$ cat src/hdl/flash_host_map.vh
// constants for the parallel flash host controller
// assumes a 50 MHz MCLK and a 128K x 8 sector-programmed flash on the pins
`ifndef FLASH_HOST_MAP_VH
`define FLASH_HOST_MAP_VH

// geometry
`define FH_ADDR_W        17
`define FH_SECTOR_BYTES  128
`define FH_OFFSET_W      7
// unlock sequence defaults (arbitrary, override by parameter)
`define FH_UNLOCK_A0     17'h05555
`define FH_UNLOCK_D0     8'hAA
`define FH_UNLOCK_A1     17'h02AAA
`define FH_UNLOCK_D1     8'h55
`define FH_UNLOCK_A2     17'h05555
`define FH_UNLOCK_D2     8'hA0
// timing counts in cycles of the 20 ns clock, sized for their registers
// load gap 150 us: the whole load window has closed before polling starts,
// so a read of old data cannot be mistaken for the end of programming
`define FH_LOAD_GAP_CYC  24'h001D4C
// write strobe about 80 ns, far above the strobe noise filter
`define FH_PULSE_CYC     4'h3
// read access 200 ns
`define FH_READ_CYC      4'hA
// sector program limit 20 ms, also the polling timeout
`define FH_TWC_CYC       24'h0F4240
// power-on wait 20 ms, above the device's own power-on delay
`define FH_PWRUP_CYC     24'h0F4240
`endif

$ cat src/hdl/flash_host.v
// host controller that reads and sector-programs a parallel flash
// assumes the flash pins are wired directly, data lines shared by enable
`timescale 1ns/1ps
`include "flash_host_map.vh"
module flash_host #(
  parameter [16:0] UNLOCK_A0    = `FH_UNLOCK_A0,
  parameter [7:0]  UNLOCK_D0    = `FH_UNLOCK_D0,
  parameter [16:0] UNLOCK_A1    = `FH_UNLOCK_A1,
  parameter [7:0]  UNLOCK_D1    = `FH_UNLOCK_D1,
  parameter [16:0] UNLOCK_A2    = `FH_UNLOCK_A2,
  parameter [7:0]  UNLOCK_D2    = `FH_UNLOCK_D2,
  parameter [23:0] TWC_CYC      = `FH_TWC_CYC,
  parameter [23:0] PWRUP_CYC    = `FH_PWRUP_CYC,
  parameter [23:0] LOAD_GAP_CYC = `FH_LOAD_GAP_CYC
) (
  input  wire        MCLK,
  input  wire        RESET,
  // user side
  input  wire        RD_REQ,
  input  wire [16:0] RD_ADDR,
  output wire        RD_READY,
  output reg         RD_VALID,
  output reg  [7:0]  RD_DATA,
  input  wire        PROG_REQ,
  input  wire [9:0]  PROG_SECTOR,
  output wire        PROG_READY,
  output wire        FILL_REQ,
  output reg  [6:0]  FILL_OFFSET,
  input  wire [7:0]  FILL_DATA,
  output reg         PROG_DONE,
  output reg         PROG_TIMEOUT,
  // flash pins
  output wire [16:0] ADDRESS_LINES,
  output wire [7:0]  DATA_LINES_OUT,
  input  wire [7:0]  DATA_LINES_IN,
  output wire        DATA_LINES_OE,
  output wire        CE_N,
  output wire        OE_N,
  output wire        WE_N
);

  localparam [3:0] S_PWRUP  = 4'h0;
  localparam [3:0] S_IDLE   = 4'h1;
  localparam [3:0] S_READ   = 4'h2;
  localparam [3:0] S_UNLOCK = 4'h3;
  localparam [3:0] S_FETCH  = 4'h4;
  localparam [3:0] S_LOAD   = 4'h5;
  localparam [3:0] S_POLLA  = 4'h6;
  localparam [3:0] S_POLLB  = 4'h7;
  localparam [3:0] S_WAIT   = 4'h8;

  reg  [3:0]  state_reg;
  reg  [23:0] timer_reg;
  reg  [1:0]  step_reg;
  reg  [9:0]  sector_reg;
  reg  [7:0]  last_byte_reg;
  reg  [7:0]  prev_poll_reg;
  reg         cyc_start;
  reg         cyc_wr;
  reg  [16:0] cyc_addr;
  reg  [7:0]  cyc_wdata;
  wire        cyc_busy;
  wire        cyc_done;
  wire [7:0]  cyc_rdata;
  wire [24:0] unlock_cur;

  ////////////////////////////////////////////////////////////////////////////
  // unlock step lookup, shared by address and data paths
  function [24:0] unlock_word;
    input [1:0] step;
    begin
      case (step)
        2'h0:    unlock_word = {UNLOCK_A0, UNLOCK_D0};
        2'h1:    unlock_word = {UNLOCK_A1, UNLOCK_D1};
        default: unlock_word = {UNLOCK_A2, UNLOCK_D2};
      endcase
    end
  endfunction

  flash_pin_cycle u_cycle (
    .clk         (MCLK),
    .rst         (RESET),
    .start       (cyc_start),
    .wr          (cyc_wr),
    .addr        (cyc_addr),
    .wdata       (cyc_wdata),
    .pin_data_in (DATA_LINES_IN),
    .busy        (cyc_busy),
    .done        (cyc_done),
    .rdata       (cyc_rdata),
    .addr_out    (ADDRESS_LINES),
    .data_out    (DATA_LINES_OUT),
    .data_oe     (DATA_LINES_OE),
    .ce_n        (CE_N),
    .oe_n        (OE_N),
    .we_n        (WE_N)
  );

  // address and data of the unlock step now due
  assign unlock_cur = unlock_word(step_reg);

  // requests are taken only when idle with no cycle running
  assign RD_READY   = (state_reg == S_IDLE) && !cyc_busy;
  assign PROG_READY = RD_READY;
  assign FILL_REQ   = (state_reg == S_FETCH);

  ////////////////////////////////////////////////////////////////////////////
  // main sequencer: power-up wait, reads, unlock, 128 loads, polling
  always @(posedge MCLK) begin
    if (RESET) begin
      state_reg     <= S_PWRUP;
      timer_reg     <= 24'h000000;
      step_reg      <= 2'h0;
      sector_reg    <= 10'h000;
      last_byte_reg <= 8'h00;
      prev_poll_reg <= 8'h00;
      cyc_start     <= 1'b0;
      cyc_wr        <= 1'b0;
      cyc_addr      <= 17'h00000;
      cyc_wdata     <= 8'h00;
      FILL_OFFSET   <= 7'h00;
      RD_VALID      <= 1'b0;
      RD_DATA       <= 8'h00;
      PROG_DONE     <= 1'b0;
      PROG_TIMEOUT  <= 1'b0;
    end else begin
      cyc_start    <= 1'b0;
      RD_VALID     <= 1'b0;
      PROG_DONE    <= 1'b0;
      PROG_TIMEOUT <= 1'b0;
      case (state_reg)
        S_PWRUP: begin
          // wait out the device power-on delay
          if (timer_reg == PWRUP_CYC) begin
            state_reg <= S_IDLE;
          end else begin
            timer_reg <= timer_reg + 24'h000001;
          end
        end
        S_IDLE: begin
          if (RD_REQ && RD_READY) begin
            cyc_addr  <= RD_ADDR;
            cyc_wr    <= 1'b0;
            cyc_start <= 1'b1;
            state_reg <= S_READ;
          end else if (PROG_REQ && PROG_READY) begin
            sector_reg  <= PROG_SECTOR;
            step_reg    <= 2'h0;
            FILL_OFFSET <= 7'h00;
            state_reg   <= S_UNLOCK;
          end
        end
        S_READ: begin
          if (cyc_done) begin
            RD_DATA   <= cyc_rdata;
            RD_VALID  <= 1'b1;
            state_reg <= S_IDLE;
          end
        end
        S_UNLOCK: begin
          // three command writes before any load
          if (!cyc_busy && !cyc_start) begin
            if (step_reg == 2'h3) begin
              state_reg <= S_FETCH;
            end else begin
              cyc_addr  <= unlock_cur[24:8];
              cyc_wdata <= unlock_cur[7:0];
              cyc_wr    <= 1'b1;
              cyc_start <= 1'b1;
              step_reg  <= step_reg + 2'h1;
            end
          end
        end
        S_FETCH: begin
          // user supplies the byte in this cycle
          cyc_addr      <= {sector_reg, FILL_OFFSET};
          cyc_wdata     <= FILL_DATA;
          last_byte_reg <= FILL_DATA;
          cyc_wr        <= 1'b1;
          cyc_start     <= 1'b1;
          state_reg     <= S_LOAD;
        end
        S_LOAD: begin
          // every offset loaded, gap far below 150 us
          if (cyc_done) begin
            if (FILL_OFFSET == 7'h7F) begin
              timer_reg <= 24'h000000;
              state_reg <= S_WAIT;
            end else begin
              FILL_OFFSET <= FILL_OFFSET + 7'h01;
              state_reg   <= S_FETCH;
            end
          end
        end
        S_WAIT: begin
          // let the load window close before polling
          if (timer_reg == LOAD_GAP_CYC) begin
            timer_reg <= 24'h000000;
            state_reg <= S_POLLA;
          end else begin
            timer_reg <= timer_reg + 24'h000001;
          end
        end
        S_POLLA: begin
          // read the last loaded location
          cyc_addr  <= {sector_reg, 7'h7F};
          cyc_wr    <= 1'b0;
          cyc_start <= 1'b1;
          state_reg <= S_POLLB;
        end
        S_POLLB: begin
          timer_reg <= timer_reg + 24'h000001;
          if (cyc_done) begin
            prev_poll_reg <= cyc_rdata;
            // done when bit 7 true and bit 6 stable
            if (cyc_rdata[7] == last_byte_reg[7] &&
                cyc_rdata[6] == prev_poll_reg[6]) begin
              PROG_DONE <= 1'b1;
              state_reg <= S_IDLE;
            end else if (timer_reg >= TWC_CYC) begin
              PROG_TIMEOUT <= 1'b1;
              state_reg    <= S_IDLE;
            end else begin
              state_reg <= S_POLLA;
            end
          end
        end
        default: state_reg <= S_IDLE;
      endcase
    end
  end

endmodule

$ cat src/hdl/flash_pin_cycle.v
// one bus cycle on the flash pins: a read or a write strobe
// assumes the caller holds addr/data stable while busy is high
`timescale 1ns/1ps
`include "flash_host_map.vh"
module flash_pin_cycle (
  input  wire        clk,
  input  wire        rst,
  input  wire        start,
  input  wire        wr,
  input  wire [16:0] addr,
  input  wire [7:0]  wdata,
  input  wire [7:0]  pin_data_in,
  output reg         busy,
  output reg         done,
  output reg  [7:0]  rdata,
  output reg  [16:0] addr_out,
  output reg  [7:0]  data_out,
  output reg         data_oe,
  output reg         ce_n,
  output reg         oe_n,
  output reg         we_n
);

  localparam [3:0] PULSE_CYC = `FH_PULSE_CYC;
  localparam [3:0] READ_CYC  = `FH_READ_CYC;
  localparam [1:0] S_IDLE = 2'h0;
  localparam [1:0] S_SET  = 2'h1;
  localparam [1:0] S_ACT  = 2'h2;
  localparam [1:0] S_HOLD = 2'h3;

  reg [1:0] state_reg;
  reg [3:0] cnt_reg;
  reg [7:0] din_s1_reg;
  reg [7:0] din_s2_reg;

  ////////////////////////////////////////////////////////////////////////////
  // two-flop sampling of the data pins
  always @(posedge clk) begin
    din_s1_reg <= pin_data_in;
    din_s2_reg <= din_s1_reg;
  end

  ////////////////////////////////////////////////////////////////////////////
  // address settles before strobe, strobe held long enough to pass filter
  always @(posedge clk) begin
    if (rst) begin
      state_reg <= S_IDLE;
      cnt_reg   <= 4'h0;
      busy      <= 1'b0;
      done      <= 1'b0;
      rdata     <= 8'h00;
      addr_out  <= 17'h00000;
      data_out  <= 8'h00;
      data_oe   <= 1'b0;
      ce_n      <= 1'b1;
      oe_n      <= 1'b1;
      we_n      <= 1'b1;
    end else begin
      done <= 1'b0;
      case (state_reg)
        S_IDLE: begin
          if (start) begin
            busy      <= 1'b1;
            addr_out  <= addr;
            data_out  <= wdata;
            data_oe   <= wr;
            state_reg <= S_SET;
          end
        end
        S_SET: begin
          // ce and we low together, oe high for a load
          ce_n      <= 1'b0;
          we_n      <= ~wr;
          oe_n      <= wr;
          cnt_reg   <= wr ? PULSE_CYC : READ_CYC;
          state_reg <= S_ACT;
        end
        S_ACT: begin
          if (cnt_reg == 4'h0) begin
            // we, oe and ce rise together, data captured there
            we_n      <= 1'b1;
            oe_n      <= 1'b1;
            ce_n      <= 1'b1;
            rdata     <= din_s2_reg;
            state_reg <= S_HOLD;
          end else begin
            cnt_reg <= cnt_reg - 4'h1;
          end
        end
        S_HOLD: begin
          data_oe   <= 1'b0;
          busy      <= 1'b0;
          done      <= 1'b1;
          state_reg <= S_IDLE;
        end
        default: state_reg <= S_IDLE;
      endcase
    end
  end

endmodule

$ cat config.mk
export PLATFORM = sky130hd
export DESIGN_NAME = flash_host
export DESIGN_NICKNAME = d
export VERILOG_FILES = /design/src/hdl/flash_host.v /design/src/hdl/flash_pin_cycle.v
export VERILOG_INCLUDE_DIRS = /design/src /design/src/hdl
export SDC_FILE = /design/constraint.sdc
export NUM_CORES = 1
export LEC_CHECK = 0
export BUFFER_PORTS_ARGS = -buffer_cell sky130_fd_sc_hd__buf_4
export CORE_MARGIN = 2
export CORE_UTILIZATION = 30
export CTS_CLUSTER_SIZE = 8
export DETAILED_ROUTE_END_ITERATION = 12
export GPL_TIMING_DRIVEN = 0
export MAX_ROUTING_LAYER = met4
export SETUP_SLACK_MARGIN = 0.2
export SLEW_MARGIN = 30
export SYNTH_ARGS = -nofsm -noshare
export SYNTH_HDL_FRONTEND = slang
export SYNTH_SLANG_ARGS = --single-unit
$ cat constraint.sdc
create_clock -name MCLK -period 2.6 [get_ports MCLK]
set_input_delay 0.13 -clock MCLK [delete_from_list [all_inputs] [get_ports MCLK]]
set_output_delay 0.13 -clock MCLK [all_outputs]
set_load 0.005 [all_outputs]
# Word level (Yosys, flattened, before mapping)
# Index checks and enable logic that the tools add are counted.
# totals
regBits	161
in_bits	47
out_inout_bits	50
word_cells	173
# classes
add_sub_neg	4
magnitude_cmp	1
eq_ne	36
mux	62
bitwise	5
reduce_logical	37
# ops
cell	count
two-way mux 24 bit	4
one-hot mux 24 bit (4 select lines)	1
one-hot mux 17 bit (4 select lines)	1
two-way mux 17 bit	3
two-way mux 4 bit	12
one-hot mux 23 bit (2 select lines)	1
one-hot mux 4 bit (9 select lines)	1
two-way mux 7 bit	4
adder 24 x 1 -> 24 bit (second input constant)	1
equality test 24 x 13 -> 1 bit (second input constant)	1
equality test 24 x 20 -> 1 bit (second input constant)	1
>= comparator 24 x 20 -> 1 bit (second input constant)	1
inequality test 2 bit (second input constant)	11
equality test 4 x 3 -> 1 bit (second input constant)	4
two-way mux 8 bit	2
one-hot mux 8 bit (2 select lines)	1
AND reduction 2 bit	8
one-hot mux 7 bit (2 select lines)	1
two-way mux 1 bit	13
two-way mux 2 bit	6
inequality test 2 x 1 -> 1 bit (second input constant)	6
one-hot mux 1 bit (2 select lines)	5
AND reduction 5 bit	2
nonzero test 2 bit	5
other kinds (29)	50

# Longest topological paths before layout
# Gate-level depths: netlist (run 1).
# logic_depth
word_depth	6
mapped_depth	9
mapped_depth_nobuf	8

# By module
# Synthesis (run 1) repeated with hierarchy kept, for this count alone.
# unflattened
hier_cells	776
area_unflattened_um2	6487.5
# modules_own_cells
module	instances	cells_per_inst	area_per_inst_um2	seq_area_each_um2
flash_host	1	543	4388.0	1741.7
flash_pin_cycle	1	233	2099.5	1221.2

# Worst setup path before layout (run 1)
# Ideal clock, no wire load.
# synth_path
path_kind	register to register
startpoint	reg FILL_OFFSET[0]
endpoint	reg timer_reg[14]
setup_ps	117
arrival_time_ps	1900
t_required_ps	2483
slack_ps	583
path_stages_with_launch	9
n_path_buf	1
synth_period_minus_slack_ps	2017
path_cell_list	dfxtp_1 ha_1 nand2_1 nor4_4 nor2_1 or2_4 buf_6 a22o_1 a22o_1
# synth_between
elab_chain_cells	3
# synth_rtl
element	line_no	text
start: declaration	flash_host.v:28	output reg [6:0] FILL_OFFSET,
start signal: assignment	flash_host.v:190	FILL_OFFSET <= FILL_OFFSET + 7'h01;
equality test 7 bit	flash_host.v:186	if (FILL_OFFSET == 7'h7F) begin
inequality test 2 bit (no line)	n/a	
AND reduction 4 bit (no line)	n/a	
end signal: assignment	flash_host.v:137	timer_reg <= timer_reg + 24'h000001;
end signal: assignment	flash_host.v:201	timer_reg <= timer_reg + 24'h000001;
end signal: assignment	flash_host.v:212	timer_reg <= timer_reg + 24'h000001;
end: declaration	flash_host.v:53	reg [23:0] timer_reg;
# Every way passes these cells.
# A chain may end at the register's enable or synchronous reset.

# Final worst setup path (run 1)
# Ends and elaborated chain as after synthesis.

==> parameters.txt, run 1 <==
Parameter                              Value

Pwr
  Sw power    0.00130 W
  Ratio of total power to cell area    648 nW/um^2
  Switching share of power    0.238
  P_int    0.00417 W
  Fraction of power consumed by sequential logic    0.432
  Gate power share    0.070
  Cell leakage power    3.28 nW
  Worst ir drop on vdd    495 uV
  Clock share of power    0.498

Die
  Die Area    22600 sq um
  Core box area    21000 sq um
  Chip Width    150 um
  Chip height    150 um
  Site Rows    53
  Initial core utilization    0.305
  Number of primary I/O pins    97

Layout
  Largest register FFs    24
  Count of fill cells added during filler insertion    2164
  Inserted Diodes    0
  Footprint of the multi-input gates    3250 sq um
  Layout cells sized above 1    0.181
  Leading cell type in the layout, fill and taps excluded    sky130_fd_sc_hd__dfxtp_1
  Final cell count without fillers    1182
  Sequential cell area in the final layout    2970 sq um
  Number of nets in the finished design    954
  Commonest cells after routing, fill and taps aside    sky130_fd_sc_hd__dfxtp_1, sky130_fd_sc_hd__nor2_1, sky130_fd_sc_hd__nand2_1
  Layout overhead on the synthesized area    31.6%
  Final core area utilization    0.401

Worst setup path
  Cell with the biggest individual delay on the critical path    sky130_fd_sc_hd__dfxtp_2
  Critical path, cell by cell    ha_1, nand2_1, nor4_4, nor2_1, or2_4, buf_6, a22o_1, a22o_1
  Type of origin of the critical path    register
  Data arrival, critical path    2.53 ns
  Critical Path Most Common Cell    sky130_fd_sc_hd__a22o_1
  Type of the worst setup path    register to register
  Maximum net fanout on the critical path    10
  CP peak stage delay    0.40 ns
  Endpoint class of the critical path    register
  Worst EP required    2.92 ns

Timing
  Transition time of the tightest slew-check pin    0.735 ns
  Worst slew slack as a fraction of its limit    0.510
  Highest clock rate    0.452 GHz
  Clock period minus worst slack    2.21 ns
  Worst hold slack after final layout    0.0149 ns
  Setup Total Neg Slack    0 ns
  Minimum setup slack in the final design    0.386 ns
  Layout Skew    0.00711 ns
  Unrepaired setup endpoints after global routing    no
  Max Slew Vio Count    0
  Endpoints failing hold    0
  Final cycle utilization of the critical path    0.852
  Final count of negative-setup-slack endpoints    0

Clock tree
  Maximum buffer depth of the clock tree    2
  Clock tree root buffer cell    sky130_fd_sc_hd__clkbuf_16
  Clock transition time at the flip-flop clock pins of the worst setup and hold paths    0.06 ns
  Maximum level of the CTS H-tree    4
  Clock network latency to the later pin of the worst-skew pair    0.43 ns
  Clock sink count    148
  TritonCTS clock tree    yes
  CTS Buf Count    17

Yosys
  Sequential-to-total area share from yosys stat    0.462
  Netlist area before placement    6410 sq um
  Predominant post-synthesis flop cell    sky130_fd_sc_hd__dfxtp_1
  Per-instance average area after synthesis    8.53 sq um
  Number of standard cells after synthesis    752
  Count of unique library cells instantiated by Yosys    64
  Ys async rst share    0
  Warnings, synthesis    0
  Number of enable flip-flop cells after synthesis    0
  Net count after synthesis    812
  Synthesized flop and latch total    148

Route
  Via density per instance    4.89
  WL final    17800 um
  Vias    5776
  Iteration count of the initial detailed-routing pass    5
  Detail-routed net length per standard cell    15.1 um
  Detailed Route Iter0 Violations    371
  DRC viols    0
  DRT antenna net count    0

Min path
  Hold/Removal Path Class    input port to register

Placement
  HPWL after detailed placement    12800 um
  Count of input and output buffers    96
  Weighted congestion reported at the end of routability-driven placement    0.893
  Pre-CTS setup slack    0.208 ns
  Total instance count after detailed placement    1123

Run
  Max-cap violations    0

GRT
  Wire length of the first global-routing pass    28600 um
  Vias in the first global route    5560
  Maximum number of pins on one net before global-route repair    17
  Antenna violations before repair    0
  Grt total ovfl    0
  Overall global routing resource usage    0.166

Outcome
  Run status    finished clean
worst max-delay path: cells and delay by family, from the launching register on:
family | cells | cell delay (ns)
AO/OA/AOI/OAI | 2 | 0.45
adder cells (fa/ha/maj) | 1 | 0.23
buffers and inverters | 1 | 0.15
flip-flops | 1 | 0.40
AND/OR/NAND/NOR | 4 | 0.88
Yosys cell counts, types with 4 or more instances:
library cell	instances	area share
sky130_fd_sc_hd__nor2_1	111	0.065
sky130_fd_sc_hd__xor2_1	9	0.012
sky130_fd_sc_hd__o21a_1	6	0.0070
sky130_fd_sc_hd__nor2b_1	8	0.0078
sky130_fd_sc_hd__inv_1	15	0.0088
sky130_fd_sc_hd__xnor2_1	17	0.023
sky130_fd_sc_hd__buf_2	8	0.0062
sky130_fd_sc_hd__o21ai_0	8	0.0062
sky130_fd_sc_hd__nand2_1	109	0.064
sky130_fd_sc_hd__a22o_1	7	0.0096
sky130_fd_sc_hd__o221ai_1	7	0.0096
sky130_fd_sc_hd__mux2i_1	29	0.045
sky130_fd_sc_hd__nor4_1	4	0.0039
sky130_fd_sc_hd__nand2b_1	7	0.0068
sky130_fd_sc_hd__a21oi_1	67	0.052
sky130_fd_sc_hd__buf_4	4	0.0047
sky130_fd_sc_hd__a211oi_1	19	0.022
sky130_fd_sc_hd__ha_1	13	0.025
sky130_fd_sc_hd__clkbuf_1	25	0.015
sky130_fd_sc_hd__or2_2	5	0.0049
sky130_fd_sc_hd__dfxtp_1	148	0.46
sky130_fd_sc_hd__nand3_1	18	0.014
sky130_fd_sc_hd__nand4_1	15	0.015
sky130_fd_sc_hd__nor3_1	29	0.023
sky130_fd_sc_hd__nor3b_1	5	0.0059
cell families after synthesis:
family	share of synthesized area
xor gates and xnor gates	0.0355
and+or+nand+nor	0.245
AOI/OAI and AO/OA	0.149
muxes	0.0453
buffers and inverters	0.0373
DFF	0.462
adders and majority gates	0.0254
path summary, 6_finish.rpt:
check / startpoint / endpoint / slack (ns) / cells past startpoint
setup reg to reg: FILL_OFFSET[0] / timer_reg[14] / 0.39 / 8
hold reg to reg: u_cycle.din_s1_reg[1] / u_cycle.din_s2_reg[1] / 0.33 / 0
setup / recovery: FILL_OFFSET[0] / timer_reg[14] / 0.39 / 8
hold / removal: RD_ADDR[9] / cyc_addr[9] / 0.01 / 3
per-stage QoR:
step                instance area, sq um  total power (W)
finish                              8440          0.00547
global route                        8440          0.00568
CTS                                 8390          0.00552
detailed placement                  7480          0.00276
global placement                    7480          0.00276
floorplan                           6410          0.00260
power groups by stage:
stage / clock (W) / combinational, W / sequential, W
after floorplan: 0 / 0.000202 / 0.00240
after global placement: 0 / 0.000349 / 0.00241
after detailed placement: 0 / 0.000352 / 0.00241
after CTS: 0.00278 / 0.000384 / 0.00236
after global routing: 0.00288 / 0.000431 / 0.00237
final: 0.00273 / 0.000382 / 0.00236
metal layers:
| layer | share of wire | GRT usage | routed length (um) | up-vias |
|---|---|---|---|---|
| li1 | - | - | - | 2908 |
| met1 | 0.46 | 0.205 | 8220 | 2715 |
| met2 | 0.48 | 0.266 | 8500 | 133 |
| met3 | 0.051 | 0.0427 | 907 | 20 |
| met4 | 0.011 | 0.0533 | 205 | 0 |
| met5 | 0 | - | 0 | - |
area by class of cell:
cell class | instances | share of cell area
clock inverters | 14 | 0.0252
multi-input cells | 549 | 0.385
plain buffers | 40 | 0.0216
repair buffers | 123 | 0.117
flip-flops and latches | 148 | 0.351
inverters | 15 | 0.00667
well taps | 275 | 0.0408
clock buffers | 18 | 0.0520
what timing repair did:
action                     CTS  global route
resized for setup            2             9
setup endpoints to repair   11            19
pin swaps                    0             2
setup buffers                0             2
hold endpoints to repair    25             0
hold buffers                25             0
Note: power is estimated with default switching activity, not from simulation.
==> run 2: changes to the inputs <==
BUFFER_PORTS_ARGS = -buffer_cell sky130_fd_sc_hd__buf_2   (was -buffer_cell sky130_fd_sc_hd__buf_4)
SYNTH_HIERARCHICAL = 1   (was not set)
==> run 2 against run 1 <==
  * Cell count up 1.7%
  * Non-clock buffer count is 7 higher
  * Clock skew up 0.0018 ns
  * Critical path depth stayed put
  * Via count increased by 1.6%
  * Hold slack better by 0.0027 ns
  * Sequential share of layout area rose by 1.3 points
  * Sequential cell count is the same
  * First-iteration DRC count fell by 0.27%
  * Synthesized cell count increased by 3.2%
  * Critical path type unchanged
==> parameters.txt, run 2 <==
Parameter                              Value

Route
  Total length of routed met3 wires    928 um
  DRT antenna net count    0
  Via density per instance    4.88
  Detailed Route Iter0 Violations    370
  Highest metal layer with signal wires    met4
  DRC viols    0
  Routed length on met2    7380 um
  WL final    17600 um
  Vias    5868
  Sum of routed wire segments on met1    9120 um
  Iteration count of the initial detailed-routing pass    5
  Detail-routed net length per standard cell    14.7 um

Timing
  Layout Skew    0.00891 ns
  Highest clock rate    0.445 GHz
  Final cycle utilization of the critical path    0.864
  Final count of negative-setup-slack endpoints    0
  Max Slew Vio Count    0
  Setup Total Neg Slack    0 ns
  Clock period minus worst slack    2.25 ns
  Unrepaired setup endpoints after global routing    no
  Worst slew slack as a fraction of its limit    0.572
  Transition time of the tightest slew-check pin    0.642 ns
  Endpoints failing hold    0

GRT
  Maximum number of pins on one net before global-route repair    17
  Antenna violations before repair    0
  Grt total ovfl    0
  Wire length of the first global-routing pass    27700 um
  Vias in the first global route    5458
  Overall global routing resource usage    0.161

Worst setup path
  Family with the most delay on the worst path    simple AND/OR/NAND/NOR gates
  Cell depth of the worst flop-to-flop path    8
  Endpoint class of the critical path    register
  Worst reg2reg setup slack    0.35 ns
  Type of origin of the critical path    register
  Reg-to-reg startpoint    FILL_OFFSET[0]
  Worst EP required    2.92 ns
  CP peak stage delay    0.46 ns
  Data arrival, critical path    2.57 ns
  Buffering stage count on the worst path with inverters included    1
  Critical path, cell by cell    ha_1, and4_1, and3_1, a31o_2, clkbuf_1, nand3_1, xor2_1, nor2_2
  Type of the worst setup path    register to register
  End of the worst register-to-register path    timer_reg[20]
  Maximum net fanout on the critical path    10
  Cell with the biggest individual delay on the critical path    sky130_fd_sc_hd__dfxtp_1

Min path
  Startpoint of the lowest-slack hold path    FILL_DATA[5]
  Capture endpoint of the worst hold path    cyc_wdata[5]
  Hold/Removal Path Class    input port to register
  Cell depth of the worst hold path    3

Placement
  Weighted congestion reported at the end of routability-driven placement    0.903
  Count of input and output buffers    95
  Total instance count after detailed placement    1146
  HPWL after detailed placement    12700 um

Layout
  Number of nets in the finished design    973
  Largest register FFs    24
  Count of fill cells added during filler insertion    2189
  Commonest cells after routing, fill and taps aside    sky130_fd_sc_hd__dfxtp_1, sky130_fd_sc_hd__nand2_1, sky130_fd_sc_hd__buf_2
  Final cell count without fillers    1202
  Inserted Diodes    0
  Leading cell type in the layout, fill and taps excluded    sky130_fd_sc_hd__dfxtp_1
  Sequential cell area in the final layout    2960 sq um
  Footprint of the multi-input gates    3220 sq um
  Layout cells sized above 1    0.178
  Layout overhead on the synthesized area    25.2%

Clock tree
  TritonCTS clock tree    yes
  Maximum buffer depth of the clock tree    2
  Post-CTS repair timing setup buffer count    0
  Clock network latency to the later pin of the worst-skew pair    0.43 ns
  Maximum level of the CTS H-tree    4
  Clock transition time at the flip-flop clock pins of the worst setup and hold paths    0.07 ns
  CTS Buf Count    17
  Clock sink count    148
  Clock tree root buffer cell    sky130_fd_sc_hd__clkbuf_16

Yosys
  Number of enable flip-flop cells after synthesis    0
  Net count after synthesis    835
  Netlist area before placement    6490 sq um
  Synthesized flop and latch total    148
  Ys async rst share    0
  Count of unique library cells instantiated by Yosys    64
  Number of standard cells after synthesis    776
  Synth cell count leaders    sky130_fd_sc_hd__dfxtp_1, sky130_fd_sc_hd__nand2_1, sky130_fd_sc_hd__a21oi_1, sky130_fd_sc_hd__nor2_1, sky130_fd_sc_hd__clkbuf_1
  Largest cells by area after synthesis    sky130_fd_sc_hd__dfxtp_1, sky130_fd_sc_hd__nand2_1, sky130_fd_sc_hd__a21oi_1
  Per-instance average area after synthesis    8.36 sq um
  Sequential-to-total area share from yosys stat    0.457
  Most used standard cell by instance count after synthesis    sky130_fd_sc_hd__dfxtp_1
  Warnings, synthesis    6
  Area share of the leading cell type in the synthesized netlist    0.457
  Predominant post-synthesis flop cell    sky130_fd_sc_hd__dfxtp_1
  Library cell occupying the most area in the post-synthesis netlist    sky130_fd_sc_hd__dfxtp_1

Outcome
  Run status    finished clean

Pwr
  Cell leakage power    3.22 nW
  Ratio of total power to cell area    660 nW/um^2
  Worst ir drop on vdd    551 uV

Die
  Chip height    151 um
  Number of primary I/O pins    97
  Core box area    21200 sq um
  Site Rows    53
  Chip Width    151 um
  Initial core utilization    0.307
  Die Area    22800 sq um

Run
  Max-cap violations    0
run 2: cell types whose count changed in the layout (fill, tap and decap cells not counted), sizes merged, moves of 8 or more:
cell,delta
xor2,+12
and3,+9
mux2i,-8
xnor2,-13
nand3,+15
a21oi,+19
nor2,-21
clkbuf,+11
run 2: cells by family (layout without fill, tap and decap cells):
group | after synthesis | count (layout) | share of synthesized area
simple gates | 336 | 336 | 0.248
compound gates | 163 | 163 | 0.157
flops | 148 | 148 | 0.457
buf+inv | 70 | 221 | 0.0463
xor+xnor | 25 | 25 | 0.0338
mux | 22 | 22 | 0.0347
fa+ha+maj | 12 | 12 | 0.0231
run 2: worst max-delay path by stage:
stage,startpoint,endpoint,depth (start not counted)
floorplan,FILL_OFFSET[0],timer_reg[0],9
global placement,FILL_OFFSET[0],timer_reg[3],8
finish,FILL_OFFSET[0],timer_reg[20],8
global route,FILL_OFFSET[0],timer_reg[21],8
CTS,FILL_OFFSET[0],timer_reg[7],8
detailed placement,FILL_OFFSET[0],timer_reg[11],8
run 2: routing by layer:
metal / vias up / GRT usage
met5: - / -
met4: 0 / 0.0519
met3: 14 / 0.0346
met2: 158 / 0.232
met1: 2719 / 0.226
li1: 2977 / -
run 2: final cells by class:
class	count	area share
Timing Repair Buffer	119	0.0881
Clock buffer	17	0.0524
Clock inverter	15	0.0183
Sequential cell	148	0.365
Multi-Input combinational cell	558	0.397
Inverter	19	0.00878
Tap cell	275	0.0424
Buffer	51	0.0285
run 2: what timing repair did:
item | 4_1_cts | 5_1_grt
resized for setup | 0 | 4
setup endpoints to repair | 0 | 10
hold buffers | 24 | 0
endpoints found under the hold margin | 24 | 0
run 2: report_power, final:
| part | internal, W | switching, W |
|---|---|---|
| clock network | 0.00134 | 0.00107 |
| registers | 0.00234 | 0.0000540 |
| logic | 0.000275 | 0.000279 |
| total | 0.00396 | 0.00140 |
run 2: worst reg2reg max path, cell delays in order (launching register included):
cell and delay (ns):
sky130_fd_sc_hd__dfxtp_1 0.46, sky130_fd_sc_hd__ha_1 0.23, sky130_fd_sc_hd__and4_1 0.25, sky130_fd_sc_hd__and3_1 0.23, sky130_fd_sc_hd__a31o_2 0.21, sky130_fd_sc_hd__clkbuf_1 0.36, sky130_fd_sc_hd__nand3_1 0.17, sky130_fd_sc_hd__xor2_1 0.19
sky130_fd_sc_hd__nor2_2 0.04
run 2: per-stage QoR:
| step | total power, W | worst slack, ns | utilization | cell area, sq um | hold WS [ns] |
|---|---|---|---|---|---|
| after floorplan | 0.00281 | 0.624 | - | 6490 | 0.158 |
| after global placement | 0.00295 | 0.302 | 0.345 | 7310 | 0.232 |
| after detailed placement | 0.00296 | 0.305 | 0.345 | 7310 | 0.234 |
| after CTS | 0.00540 | 0.268 | 0.384 | 8120 | 0.00291 |
| after global routing | 0.00560 | 0.205 | 0.384 | 8120 | 0.00903 |
| final | 0.00536 | 0.353 | 0.384 | 8120 | 0.0176 |
